<file path="src/verilog/pxc_cfg.svh">
// Constants for the extended control register block.
`ifndef PXC_CFG_SVH
`define PXC_CFG_SVH
`define PXC_REG_ADDR 5'h10
`define PXC_BIT_OVR 15
`define PXC_ADDR_HI 10
`define PXC_ADDR_LO 6
`define PXC_BIT_SCR_TEST 5
`define PXC_BIT_NRZI 3
`define PXC_BIT_INV 2
`define PXC_BIT_SCR_DIS 0
`define PXC_RST_NRZI 1'b1
`define PXC_RST_ZERO 1'b0
`define PXC_LFSR_SEED 11'h7_FF
`define PXC_OVR_SET 1'b1
`define PXC_STRAP_WAIT 2'h3
`define PXC_STRAP_LAST 2'h1
`define PXC_STRAP_STEP 2'h1
`define PXC_STRAP_DONE 2'h0
`endif

</file>
<file path="src/verilog/pxc_pkg.sv">
// Types for the extended control register block.
package pxc_pkg;
  typedef struct packed {
    logic ovr_en;
    logic [4:0] port_addr;
    logic [1:0] strap_pend;
    logic scr_test;
    logic nrzi_sel;
    logic inv_code;
    logic scr_dis;
    logic [15:0] rd_data;
    logic [10:0] lfsr;
    logic nrzi_lvl;
    logic tx_bit;
    logic [4:0] tx_sym;
    logic scr_test_out;
    logic [4:0] sync_s1;
    logic [4:0] sync_s2;
  } pxc_state_s;
endpackage

</file>
<file path="src/verilog/pxc_ext_ctrl.sv">
// Extended control register of the PHY with its transmit-path controls.
// Operation
// - Protected bits change only when override armed.
// - Override enable self-clears after next write.
// - Reserved bits 14:11, 4, 1 read zero.
// - Hardware reset latches strapped port address.
// - Software reset keeps latched port address.
// - Scrambler test mode forces descrambler unlock at 100 Mb/s.
// - Encoding bit selects NRZ or NRZI.
// - Invalid-code bit clear gives standard 4B/5B.
// - Test nibbles 0-7 map to zero-prefixed code.
// - Test nibbles 8-F map to listed codes.
// - Scrambler disable bypasses scrambler and descrambler.
// - Scrambling applies only at 100 Mb/s.
`timescale 1ns/1ps
`include "pxc_cfg.svh"
module pxc_ext_ctrl (
  // Clock and resets.
  input wire logic clk,
  input wire logic rst_n,
  input wire logic sw_reset,
  // Management register access.
  input wire logic mgmt_wr,
  input wire logic mgmt_rd,
  input wire logic [4:0] mgmt_reg,
  input wire logic [15:0] mgmt_wdata,
  output logic [15:0] mgmt_rdata,
  output logic override_protected_bit,
  // Strap pins, sampled after hardware reset.
  input wire logic addr_bit4_strap,
  input wire logic addr_bit3_strap,
  input wire logic addr_bit2_strap,
  input wire logic addr_bit1_strap,
  input wire logic addr_bit0_strap,
  output logic [4:0] port_addr,
  // Transmit data path.
  input wire logic speed_100,
  input wire logic tx_nib_valid,
  input wire logic [3:0] tx_nib,
  input wire logic tx_er,
  input wire logic [4:0] std_code,
  output logic [4:0] tx_sym,
  input wire logic tx_bit_valid,
  input wire logic tx_bit_in,
  output logic tx_serial,
  output logic scr_bypass,
  output logic descr_force_unlock
);
  // All state of the block lives in one registered struct.
  // The next value is built by one combinational process and
  // registered by one clocked process with a synchronous reset.
  pxc_pkg::pxc_state_s s_r;
  pxc_pkg::pxc_state_s s_nxt;

  // Register decode.
  logic hit_wr;
  logic hit_rd;
  logic arm_wr;

  // Strap pins gathered as one address word.
  logic [4:0] strap;

  // Transmit path helpers.
  logic [4:0] test_code;
  logic scr_bit;
  logic mixed;
  logic enc_bit;

  // The straps come from pins and are read only through the synchroniser.
  assign strap = {addr_bit4_strap, addr_bit3_strap, addr_bit2_strap,
                  addr_bit1_strap, addr_bit0_strap};

  // Writes to other registers still matter, since they use up the override.
  assign hit_wr = mgmt_wr && (mgmt_reg == `PXC_REG_ADDR);
  assign hit_rd = mgmt_rd && (mgmt_reg == `PXC_REG_ADDR);
  // A write to this register with the enable bit set arms the override.
  assign arm_wr = hit_wr && mgmt_wdata[`PXC_BIT_OVR];

  // Test translation used when invalid codes are asked for with TXER.
  // Nibbles below eight take a leading zero; the upper half uses a table.
  always_comb begin
    unique case (tx_nib)
      4'h8: test_code = 5'h00;
      4'h9: test_code = 5'h0D;
      4'hA: test_code = 5'h0C;
      4'hB: test_code = 5'h11;
      4'hC: test_code = 5'h10;
      4'hD: test_code = 5'h19;
      4'hE: test_code = 5'h18;
      4'hF: test_code = 5'h1F;
      default: test_code = {1'b0, tx_nib};
    endcase
  end

  // Scrambling only at 100 Mb/s and only when not disabled.
  // At 10 Mb/s the bit stream passes untouched whatever the disable bit holds.
  assign scr_bit = speed_100 && !s_r.scr_dis;
  assign mixed = scr_bit ? (tx_bit_in ^ s_r.lfsr[10]) : tx_bit_in;

  // In NRZI a one flips the line level; NRZ passes the bit as it is.
  assign enc_bit = s_r.nrzi_sel ? (s_r.nrzi_lvl ^ mixed) : mixed;

  always_comb begin
    s_nxt = s_r;

    // Straps pass two flops before anything reads them.
    s_nxt.sync_s1 = strap;
    s_nxt.sync_s2 = s_r.sync_s1;

    // The address is taken once after a hardware reset, when the
    // synchroniser has filled with the pin levels.
    // Straps are expected to stay put for a few cycles after reset.
    if (s_r.strap_pend != `PXC_STRAP_DONE) begin
      s_nxt.strap_pend = s_r.strap_pend - `PXC_STRAP_STEP;
      if (s_r.strap_pend == `PXC_STRAP_LAST) begin
        s_nxt.port_addr = s_r.sync_s2;
      end
    end

    // Override enable: an arming write sets it, any other write clears it.
    // The arming write itself never counts as the write that uses it up,
    // and a second arming write simply keeps it set.
    if (arm_wr) begin
      s_nxt.ovr_en = `PXC_OVR_SET;
    end else if (mgmt_wr) begin
      s_nxt.ovr_en = `PXC_RST_ZERO;
    end

    // Control bits of this register; reserved and address bits ignore writes.
    if (hit_wr) begin
      s_nxt.scr_test = mgmt_wdata[`PXC_BIT_SCR_TEST];
      s_nxt.nrzi_sel = mgmt_wdata[`PXC_BIT_NRZI];
      s_nxt.inv_code = mgmt_wdata[`PXC_BIT_INV];
      s_nxt.scr_dis = mgmt_wdata[`PXC_BIT_SCR_DIS];
    end

    // A software reset wins over a write in the same cycle.
    if (sw_reset) begin
      // Port address is left alone by a software reset.
      s_nxt.ovr_en = `PXC_RST_ZERO;
      s_nxt.scr_test = `PXC_RST_ZERO;
      s_nxt.nrzi_sel = `PXC_RST_NRZI;
      s_nxt.inv_code = `PXC_RST_ZERO;
      s_nxt.scr_dis = `PXC_RST_ZERO;
    end

    // Read data is captured on the strobe and held until the next read.
    // Reserved positions are forced to zero whatever was written there.
    if (hit_rd) begin
      s_nxt.rd_data = '0;
      s_nxt.rd_data[`PXC_BIT_OVR] = s_r.ovr_en;
      s_nxt.rd_data[`PXC_ADDR_HI:`PXC_ADDR_LO] = s_r.port_addr;
      s_nxt.rd_data[`PXC_BIT_SCR_TEST] = s_r.scr_test;
      s_nxt.rd_data[`PXC_BIT_NRZI] = s_r.nrzi_sel;
      s_nxt.rd_data[`PXC_BIT_INV] = s_r.inv_code;
      s_nxt.rd_data[`PXC_BIT_SCR_DIS] = s_r.scr_dis;
    end

    // Symbol path: the test table replaces the standard code only while
    // the invalid-code bit is set and the MAC raises TXER.
    if (tx_nib_valid) begin
      if (s_r.inv_code && tx_er) begin
        s_nxt.tx_sym = test_code;
      end else begin
        s_nxt.tx_sym = std_code;
      end
    end

    // The descrambler is held out of lock while test mode is on.
    // It only has a lock to lose on the 100 Mb/s path.
    s_nxt.scr_test_out = s_r.scr_test && speed_100;

    // Serial bit path: the scrambler steps once per bit.
    // The line level only tracks the stream while NRZI is selected.
    if (tx_bit_valid) begin
      s_nxt.lfsr = {s_r.lfsr[9:0], s_r.lfsr[10] ^ s_r.lfsr[8]};
      s_nxt.tx_bit = enc_bit;
      if (s_r.nrzi_sel) begin
        s_nxt.nrzi_lvl = enc_bit;
      end
    end
  end

  // Hardware reset restores every field and restarts the strap capture.
  // The synchroniser is cleared too, hence the wait before capture.
  always_ff @(posedge clk) begin
    if (!rst_n) begin
      s_r <= '0;
      s_r.strap_pend <= `PXC_STRAP_WAIT;
      s_r.nrzi_sel <= `PXC_RST_NRZI;
      s_r.lfsr <= `PXC_LFSR_SEED;
    end else begin
      s_r <= s_nxt;
    end
  end


  // Outputs; all but the bypass flag come straight from flops.
  assign mgmt_rdata = s_r.rd_data;
  // Protected bits elsewhere may be written only while this is high.
  assign override_protected_bit = s_r.ovr_en;
  assign port_addr = s_r.port_addr;
  assign tx_sym = s_r.tx_sym;
  assign tx_serial = s_r.tx_bit;
  assign scr_bypass = !scr_bit;
  assign descr_force_unlock = s_r.scr_test_out;
endmodule

</file>
<file path="config.mk">
export PLATFORM = sky130hd
export DESIGN_NAME = pxc_ext_ctrl
export DESIGN_NICKNAME = d
export VERILOG_FILES = /design/src/verilog/pxc_pkg.sv /design/src/verilog/pxc_ext_ctrl.sv
export VERILOG_INCLUDE_DIRS = /design/src /design/src/verilog
export SDC_FILE = /design/constraint.sdc
export NUM_CORES = 1
export LEC_CHECK = 0
export BUFFER_PORTS_ARGS = -buffer_cell sky130_fd_sc_hd__buf_2
export CORE_AREA = 2 2 60 85
export DETAILED_ROUTE_END_ITERATION = 10
export DIE_AREA = 0 0 62 87
export PLACE_DENSITY = 0.77
export SLEW_MARGIN = 10
export SYNTH_ARGS = -nofsm -noshare
export SYNTH_HDL_FRONTEND = slang
export SYNTH_SLANG_ARGS = --single-unit
</file>
<file path="constraint.sdc">
create_clock -name clk -period 1.3 [get_ports clk]
set_clock_uncertainty 0.1 [all_clocks]
set_input_delay 0.13 -clock clk [delete_from_list [all_inputs] [get_ports clk]]
set_output_delay 0.13 -clock clk [all_outputs]
set_load 0.02 [all_outputs]
</file>
* Yosys cells after proc, flatten, opt, wreduce, memory -nomap -nowiden
Cells that the tools add are included.
** Storage, ports and cells
- Bits of input ports :: 45
- Output and inout port bits :: 30
- Register bits :: 51
** Cells by class
- Reduce and logical (&&, ||, !) cells :: 13
- Muxes and demuxes :: 6
- Bitwise gates (word level) :: 4
- Equal/unequal tests :: 10
- $add $sub $neg :: 1
** Operators with widths (number)
- 5-bit case mux with 8 select lines :: 1
- 4-bit equality test (second input constant) :: 8
- 1-bit logical AND :: 6
- 5-bit equality test (second input constant) :: 1
- 5-bit 2-to-1 mux :: 1
- 1-bit 2-to-1 mux :: 4
- 2-bit AND reduction :: 2
- 2-bit nonzero test :: 2
- 1-bit bitwise XOR :: 3
- 2-bit by 1-bit equality test with 1-bit output (second input constant) :: 1
- 1-bit zero test :: 2
- 2-bit OR reduction :: 1
- 2-bit by 1-bit subtractor with 2-bit output (second input constant) :: 1
- 1-bit NOT :: 1

* Longest topological paths before layout
Gate-level depths: netlist (run 1).
- Depth after elaboration :: 5
- Gate-level depth with buffers :: 5

* Worst setup path after synthesis (run 1)
Ideal clock, no wire load.
- Path type :: flip-flop to flip-flop
- Start :: register s_r[49] in the netlist's numbering
- End :: register s_r, in the netlist port_addr[0]
- Library setup time :: 117 ps
- Slack :: 100 ps
- Data arrival time :: 982 ps
- Data required time :: 1083 ps
- Clock period less this slack :: 1200 ps
- Stages on the path, launching flop included :: 5
- Buffers on the path :: 1
- Cells stage by stage :: dfxtp_1 > ha_1 > clkbuf_1 > mux2i_1 > nor2_1
** Between the ends
- Word-level cells in the longest chain between the ends :: 2
- Elaborated cells between the ends (all ways) :: 3
- Classes of those cells :: eq/ne (1); reduce/logical (2)
** Ends and longest elaborated chain
- start: declaration :: RTL line pxc_ext_ctrl.sv:52 : pxc_pkg::pxc_state_s s_r;
- start signal: assignment :: RTL line pxc_ext_ctrl.sv:193 : s_r <= s_nxt;
- 2-bit by 1-bit equality test with 1-bit output (no source line) / 2-bit nonzero test (equally long branches)
- 2-bit AND reduction (no source line) (*)
Mark *: on every way between the ends. The rest lies on a longest branch, timed or not.
A chain may end at the register's enable or synchronous reset.

* Worst setup path after layout (run 1)
- Start :: register s_r[49] in the netlist's numbering
- End :: register s_r, in the netlist port_addr[2]
The elaborated chain is that of the path after synthesis.

==> impl_metrics.ini, run 1 <==
[cts]
cts.reportedPaths.clkPinSlew_ns = 0.09
clk_root_buffer_cell = sky130_fd_sc_hd__clkbuf_8
cts.path.max_buffers = 2
clkLatencyLatePin_ns = 0.30
htree_levels = 2
postCtsSetupRepairBufs = 0
clock_tree_from_tritoncts = done
total_clock_sinks = 51
cts-buffers-inserted = 5

[cells_and_area]
fin_nets = 337
final_layout_size_suffix_gt1_share_pct = 27.1
fillerInstances = 450
layout_commonest_cell = sky130_fd_sc_hd__buf_2
finish.cell_count_without_fillers = 355
number_of_diodes = 0
layout_common_cells = sky130_fd_sc_hd__buf_2, sky130_fd_sc_hd__dfxtp_1, sky130_fd_sc_hd__nand2_1
syn2layout_area_growth_pct = 18.2

[yosys]
synthAdderAreaFrac_pct = 1.11
synthDistinctLibCells = 37
synth.mux.area_fraction_pct = 13.3
dominantRegCellSynth = sky130_fd_sc_hd__dfxtp_1
flip_flop_and_latch_count_after_synthesis = 51
ys_seq_area_share_pct = 45.2
synth_xor_xnor_area_share_pct = 1.16
syn-mean-instance-area_sq_um = 9.45
synth.top_cells.by_area = sky130_fd_sc_hd__dfxtp_1, sky130_fd_sc_hd__mux2i_1, sky130_fd_sc_hd__buf_4, sky130_fd_sc_hd__nand2_1, sky130_fd_sc_hd__nand3b_1
synth_edf_count = 0
largest_family_of_logic_cells_by_synthesized_area = simple AND/OR/NAND/NOR gates
cell_area_after_technology_mapping_sq_um = 2260
synth_largest_type_area_fraction_pct = 45.2
synth_largest_area_cell = sky130_fd_sc_hd__dfxtp_1
yosys_warnings = 0
synth_compound_area_share_pct = 7.03
mapped_cells = 239
post_synth_and_or_nand_nor_area_fraction_pct = 19.8
async_reset_ff_share_pct = 0

[route]
wl_met2_um = 2040
vias = 1698
drc = 0
topRoutingLayerUsed = met4
routed_wire_length_per_instance_um = 11.0
drt_iter0_drc = 39
drt-pass1-iter-count = 4
detail_route.wirelength_um = 3890
antenna_violating_nets_post_route = 0
route.layer.met1.wl_um = 1620
drt-vias-per-instance = 4.78
wl_met3_um = 169

[placed_design]
preCtsSetupSlack_ns = -0.0224
quantity_of_i_o_buffers_inserted_on_ports = 57
detailedPlacementHpwl_um = 2900
routability_cong = 0.770
post-place-cells = 334

[floorplanning]
ios = 75
dieHeight_um = 87
fp-row-count = 30
initial_utilization_pct = 48.2
die_w_um = 62
dieArea_sq_um = 5390
core_box_area_sq_um = 4690

[job]
cap_viol_max_count = 0

[timing]
slew_violations = 0
max_clock_freq_ghz = 0.812
period_share_pct = 94.7
final_count_of_hold_timing_violations = 0
layout_min_cycle_time_ns = 1.23
timing.final.setup_violations = 0
rsz0062_at_grt = no
timing.final.ws_setup_ns = 0.0689

[critical_path]
end_kind = flip-flop
worstPathRequired_ns = 1.39
critical_path_class = flip-flop to flip-flop
critPathArrivalTime_ns = 1.32
path_max_fanout = 5
timing.critical_path.from_type = flip-flop

[global_route]
first_global_vias = 1597
grt_start_max_net_pins = 25
grt_overflow = 0
grt.total_usage_pct = 15.4
grt_antenna_before_repair = 0
wire_length_of_the_first_global_routing_pass_um = 6370

[power]
leakage_nw = 1.21
max-vdd-ir-drop_mv = 0.732
power-per-cell-area_nw_per_um2 = 1090

[status]
outcome = finished clean

[worst_hold_path]
timing.hold.worst.class = primary input to flip-flop
==> flip-flops by register name (all words and copies together), names as in the netlist <==
register	cells
descr_force_unlock	1
mgmt_rdata	10
override_protected_bit	1
port_addr	5
s_nxt	5
s_r	23
tx_serial	1
tx_sym	5
==> cell type report <==
class / count / area, sq um / share of cell area, %
sequential: 51 / 1020 / 38.3
multi-input combinational: 151 / 982 / 36.8
timing repair buffer: 77 / 480 / 18.0
tap: 64 / 80.1 / 3.00
clock buffer: 5 / 68.8 / 2.58
clock inverter: 3 / 20.0 / 0.750
inverter: 4 / 15.0 / 0.562
==> through the flow <==
step | utilization (%) | hold WS, ns | TNS, ns | power [W] | instance area, sq um
global route | 56.9 | 0.0181 | 0 | 0.00305 | 2670
detailed placement | 52.2 | 0.240 | -0.0947 | 0.00203 | 2450
floorplan | - | 0.157 | 0 | 0.00195 | 2280
finish | 56.9 | 0.00937 | 0 | 0.00290 | 2670
CTS | 56.2 | 0.000590 | 0 | 0.00293 | 2640
global placement | 52.2 | 0.237 | 0 | 0.00202 | 2450
==> critical path, cell delays in order, from the launching register on <==
cell                      delay, ns
sky130_fd_sc_hd__dfxtp_1       0.38
sky130_fd_sc_hd__ha_1          0.34
sky130_fd_sc_hd__mux2i_1       0.23
sky130_fd_sc_hd__nor2_1        0.06
==> report_power, final <==
part	leakage, nW	total [W]	internal (W)	switching, W
Sequential	0.416	0.00164	0.00162	0.0000275
Combinational	0.752	0.000382	0.000187	0.000195
Clock	0.0402	0.000872	0.000375	0.000497
==> worst paths after layout <==
| kind | end | cells after the start | start | slack, ns |
|---|---|---|---|---|
| setup / recovery | port_addr[2]$_SDFFE_PN0P_ | 3 | s_r[49]$_SDFFE_PN1P_ | 0.07 |
| hold / removal | s_r[48]$_SDFFE_PP0P_ | 3 | mgmt_wdata[5] | 0.009 |
| setup reg to reg | port_addr[2]$_SDFFE_PN0P_ | 3 | s_r[49]$_SDFFE_PN1P_ | 0.07 |
| hold reg to reg | s_r[2]$_SDFF_PN0_ | 1 | s_nxt[2]$_SDFF_PN0_ | 0.33 |
==> kinds of logic after synthesis <==
kind of cell | after synthesis
AOI/OAI and AO/OA | 22
xor gates and xnor gates | 3
adders and majority gates | 2
buffers and inverters | 42
DFF | 51
muxes | 30
other | 1
and+or+nand+nor | 88
==> timing repair <==
action                                  CTS  global route
hold endpoints to repair                 10             2
hold buffers                             10             3
gates resized for setup                   0             2
endpoints found under the setup margin    0             3
==> cell usage after synthesis (3+ instances only) <==
library cell and n:
sky130_fd_sc_hd__dfxtp_1 51, sky130_fd_sc_hd__nand2_1 38, sky130_fd_sc_hd__mux2i_1 29, sky130_fd_sc_hd__buf_4 26
sky130_fd_sc_hd__nor2_1 11, sky130_fd_sc_hd__and2_1 10, sky130_fd_sc_hd__nand3b_1 9, sky130_fd_sc_hd__clkbuf_1 7
sky130_fd_sc_hd__nand3_1 5, sky130_fd_sc_hd__a21oi_1 4, sky130_fd_sc_hd__inv_1 4, sky130_fd_sc_hd__o21ai_0 4
sky130_fd_sc_hd__and3b_1 3, sky130_fd_sc_hd__buf_2 3, sky130_fd_sc_hd__nand2b_1 3, sky130_fd_sc_hd__xor2_1 3
==> per-layer routing <==
layer / global-route usage, % / up-vias
met3: 4.75 / 6
met5: 0 / -
li1: - / 873
met1: 16.6 / 783
met4: 5.61 / 0
met2: 27.2 / 36
No activity file was read; power rests on OpenSTA's default activity.
==> run 2: changes to the inputs <==
Settings changed: PLACE_DENSITY 0.77 to default, PLACE_DENSITY_LB_ADDON from default to 0.1.
==> run 2 against run 1 <==
  * Worst setup slack better by 0.0066 ns
  * Combinational power increased by 2%
  * Clock power increased by 8.6%
  * Sequential power barely moved
  * Wire length is 1.9% higher
  * Utilization up 0.43 points
  * Via count down 1.4%
  * Non-clock buffer count increased by 1
  * Hold slack worse by 0.0020 ns
  * Register-to-register slack improved by 0.03 ns
  * Largest cell class unchanged
  * Largest power group unchanged
==> impl_metrics.ini, run 2 (synthesis gave the netlist of run 1 again) <==
[job]
cap_viol_max_count = 0

[cts]
clock_tree_from_tritoncts = done
clkLatencyLatePin_ns = 0.30
clk_root_buffer_cell = sky130_fd_sc_hd__clkbuf_8
cts-buffers-inserted = 5
cts.path.max_buffers = 2
htree_levels = 2
cts.reportedPaths.clkPinSlew_ns = 0.09
postCtsSetupRepairBufs = 0
total_clock_sinks = 51

[global_route]
first_global_vias = 1515
grt.total_usage_pct = 15.6
wire_length_of_the_first_global_routing_pass_um = 6340
grt_antenna_before_repair = 0
grt_start_max_net_pins = 23
grt_overflow = 0

[cells_and_area]
final_layout_size_suffix_gt1_share_pct = 27.7
layout_commonest_cell = sky130_fd_sc_hd__buf_2
number_of_diodes = 0
largest_register_ffs = 23
fin_nets = 338
final_cell_area_sq_um = 2690
largest_register = s_r
layout_common_cells = sky130_fd_sc_hd__buf_2, sky130_fd_sc_hd__dfxtp_1, sky130_fd_sc_hd__nand2_1
syn2layout_area_growth_pct = 19.0
fillerInstances = 441

[critical_path]
critical_path.reg2reg.startpoint = s_r[45]$_SDFFE_PP0P_
path_max_fanout = 5
regToRegEndpoint = s_r[17]$_SDFFE_PN0P_
critical_path_class = flip-flop to output pin
timing.critical_path.from_type = flip-flop
ff2ff_path_depth = 3
end_kind = output pin
list_of_cells_traversed_by_the_critical_path = nand2b_1, buf_2
critPathArrivalTime_ns = 0.99
worstPathRequired_ns = 1.07
cpLargestDelayFamily = flip-flops
worst-path-stages = 2
cp_slowest_stage_delay_ns = 0.41
setup.reg_to_reg.worst_slack_ns = 0.10
path_buf_inv = 1
critPathSlowestCell = sky130_fd_sc_hd__dfxtp_1

[power]
leakage_nw = 1.22
power_switching_share_pct = 24.7
share_comb_of_total_power_pct = 13.0
power.net_switching_w = 0.000735
clock_power_share_pct = 31.8
total_power_consumption_w = 0.00298
pwr-share-seq_pct = 55.2
cell_internal_pwr_w = 0.00224
max-vdd-ir-drop_mv = 0.888
power-per-cell-area_nw_per_um2 = 1110

[route]
detail_route.wirelength_um = 3960
vias = 1674
drt-vias-per-instance = 4.70
routed_wire_length_per_instance_um = 11.1
antenna_violating_nets_post_route = 0
drc = 0
drt_iter0_drc = 48
drt-pass1-iter-count = 4

[placed_design]
routability_cong = 0.691
place_area_sq_um = 2460
quantity_of_i_o_buffers_inserted_on_ports = 57
detailedPlacementHpwl_um = 2870

[floorplanning]
core_box_area_sq_um = 4690
initial_utilization_pct = 48.2
dieHeight_um = 87
ios = 75
dieArea_sq_um = 5390
die_w_um = 62
fp-row-count = 30

[worst_hold_path]
timing.hold.worst.class = primary input to flip-flop
timing.hold.worst.start = std_code[2]
hold_path_end = tx_sym[2]$_SDFFE_PN0P_
whs_path_depth = 3

[timing]
final_count_of_hold_timing_violations = 0
period_share_pct = 94.2
slew_violations = 0
rsz0062_at_grt = no
layout_min_cycle_time_ns = 1.22
max_clock_freq_ghz = 0.817
timing.final.setup_violations = 0

[status]
outcome = finished clean
run 2: cell type report:
cell class              count  area [sq um]  area share, %
clock inverters             2          16.3          0.605
flip-flops and latches     51          1020           38.0
repair buffers             78           488           18.1
well taps                  64          80.1           2.98
multi-input cells         151           985           36.6
inverters                   4          15.0          0.558
clock buffers               6          82.6           3.07
run 2: metal layers:
metal / wire, um / track usage (%) / share of wire [%]
met1: 1780 / 17.5 / 45
met2: 1920 / 26.3 / 48
met5: 0 / 0 / 0
met3: 183 / 4.31 / 4.6
met4: 85 / 6.96 / 2.1
run 2: worst max path at each step:
stage	startpoint	end	slack, ns
after detailed placement	mgmt_reg[1]	s_r[48]$_SDFFE_PP0P_	-0.02
after global placement	mgmt_reg[1]	s_r[48]$_SDFFE_PP0P_	-0.02
after global routing	s_r[45]$_SDFFE_PP0P_	scr_bypass	0.009
after floorplan	s_r[49]$_SDFFE_PN1P_	port_addr[0]$_SDFFE_PN0P_	0.10
final	s_r[45]$_SDFFE_PP0P_	scr_bypass	0.08
after CTS	s_r[46]$_SDFFE_PP0P_	tx_sym[3]$_SDFFE_PN0P_	0.04
run 2: through the flow:
step	TNS, ns	std cells	utilization (%)	setup WS (ns)	hold WS [ns]
6_report	0	356	57.3	0.0754	0.00737
3_5_place_dp	-0.0598	335	52.3	-0.0178	0.239
3_3_place_gp	-0.0668	335	52.3	-0.0179	0.235
2_1_floorplan	0	244	-	0.100	0.157
4_1_cts	0	356	57.2	0.0396	0.00477
5_1_grt	0	356	57.3	0.00937	0.00861
run 2: worst min-delay path, cell delays in order:
cell and delay [ns]:
sky130_fd_sc_hd__buf_2 0.08, sky130_fd_sc_hd__nand4_1 0.07, sky130_fd_sc_hd__o311ai_0 0.10
run 2: repair_timing:
| action | in CTS | in global routing |
|---|---|---|
| hold buffers | 13 | 0 |
| gates resized for setup | 0 | 3 |
| setup endpoints to repair | 0 | 4 |
| endpoints found under the hold margin | 11 | 0 |
run 2: power groups by stage:
| stage | Combinational (W) | Sequential [W] | Clock (W) |
|---|---|---|---|
| after floorplan | 0.000273 | 0.00168 | 0 |
| after global placement | 0.000353 | 0.00168 | 0 |
| after detailed placement | 0.000358 | 0.00168 | 0 |
| after CTS | 0.000389 | 0.00164 | 0.000984 |
| after global routing | 0.000438 | 0.00165 | 0.00104 |
| final | 0.000388 | 0.00164 | 0.000947 |
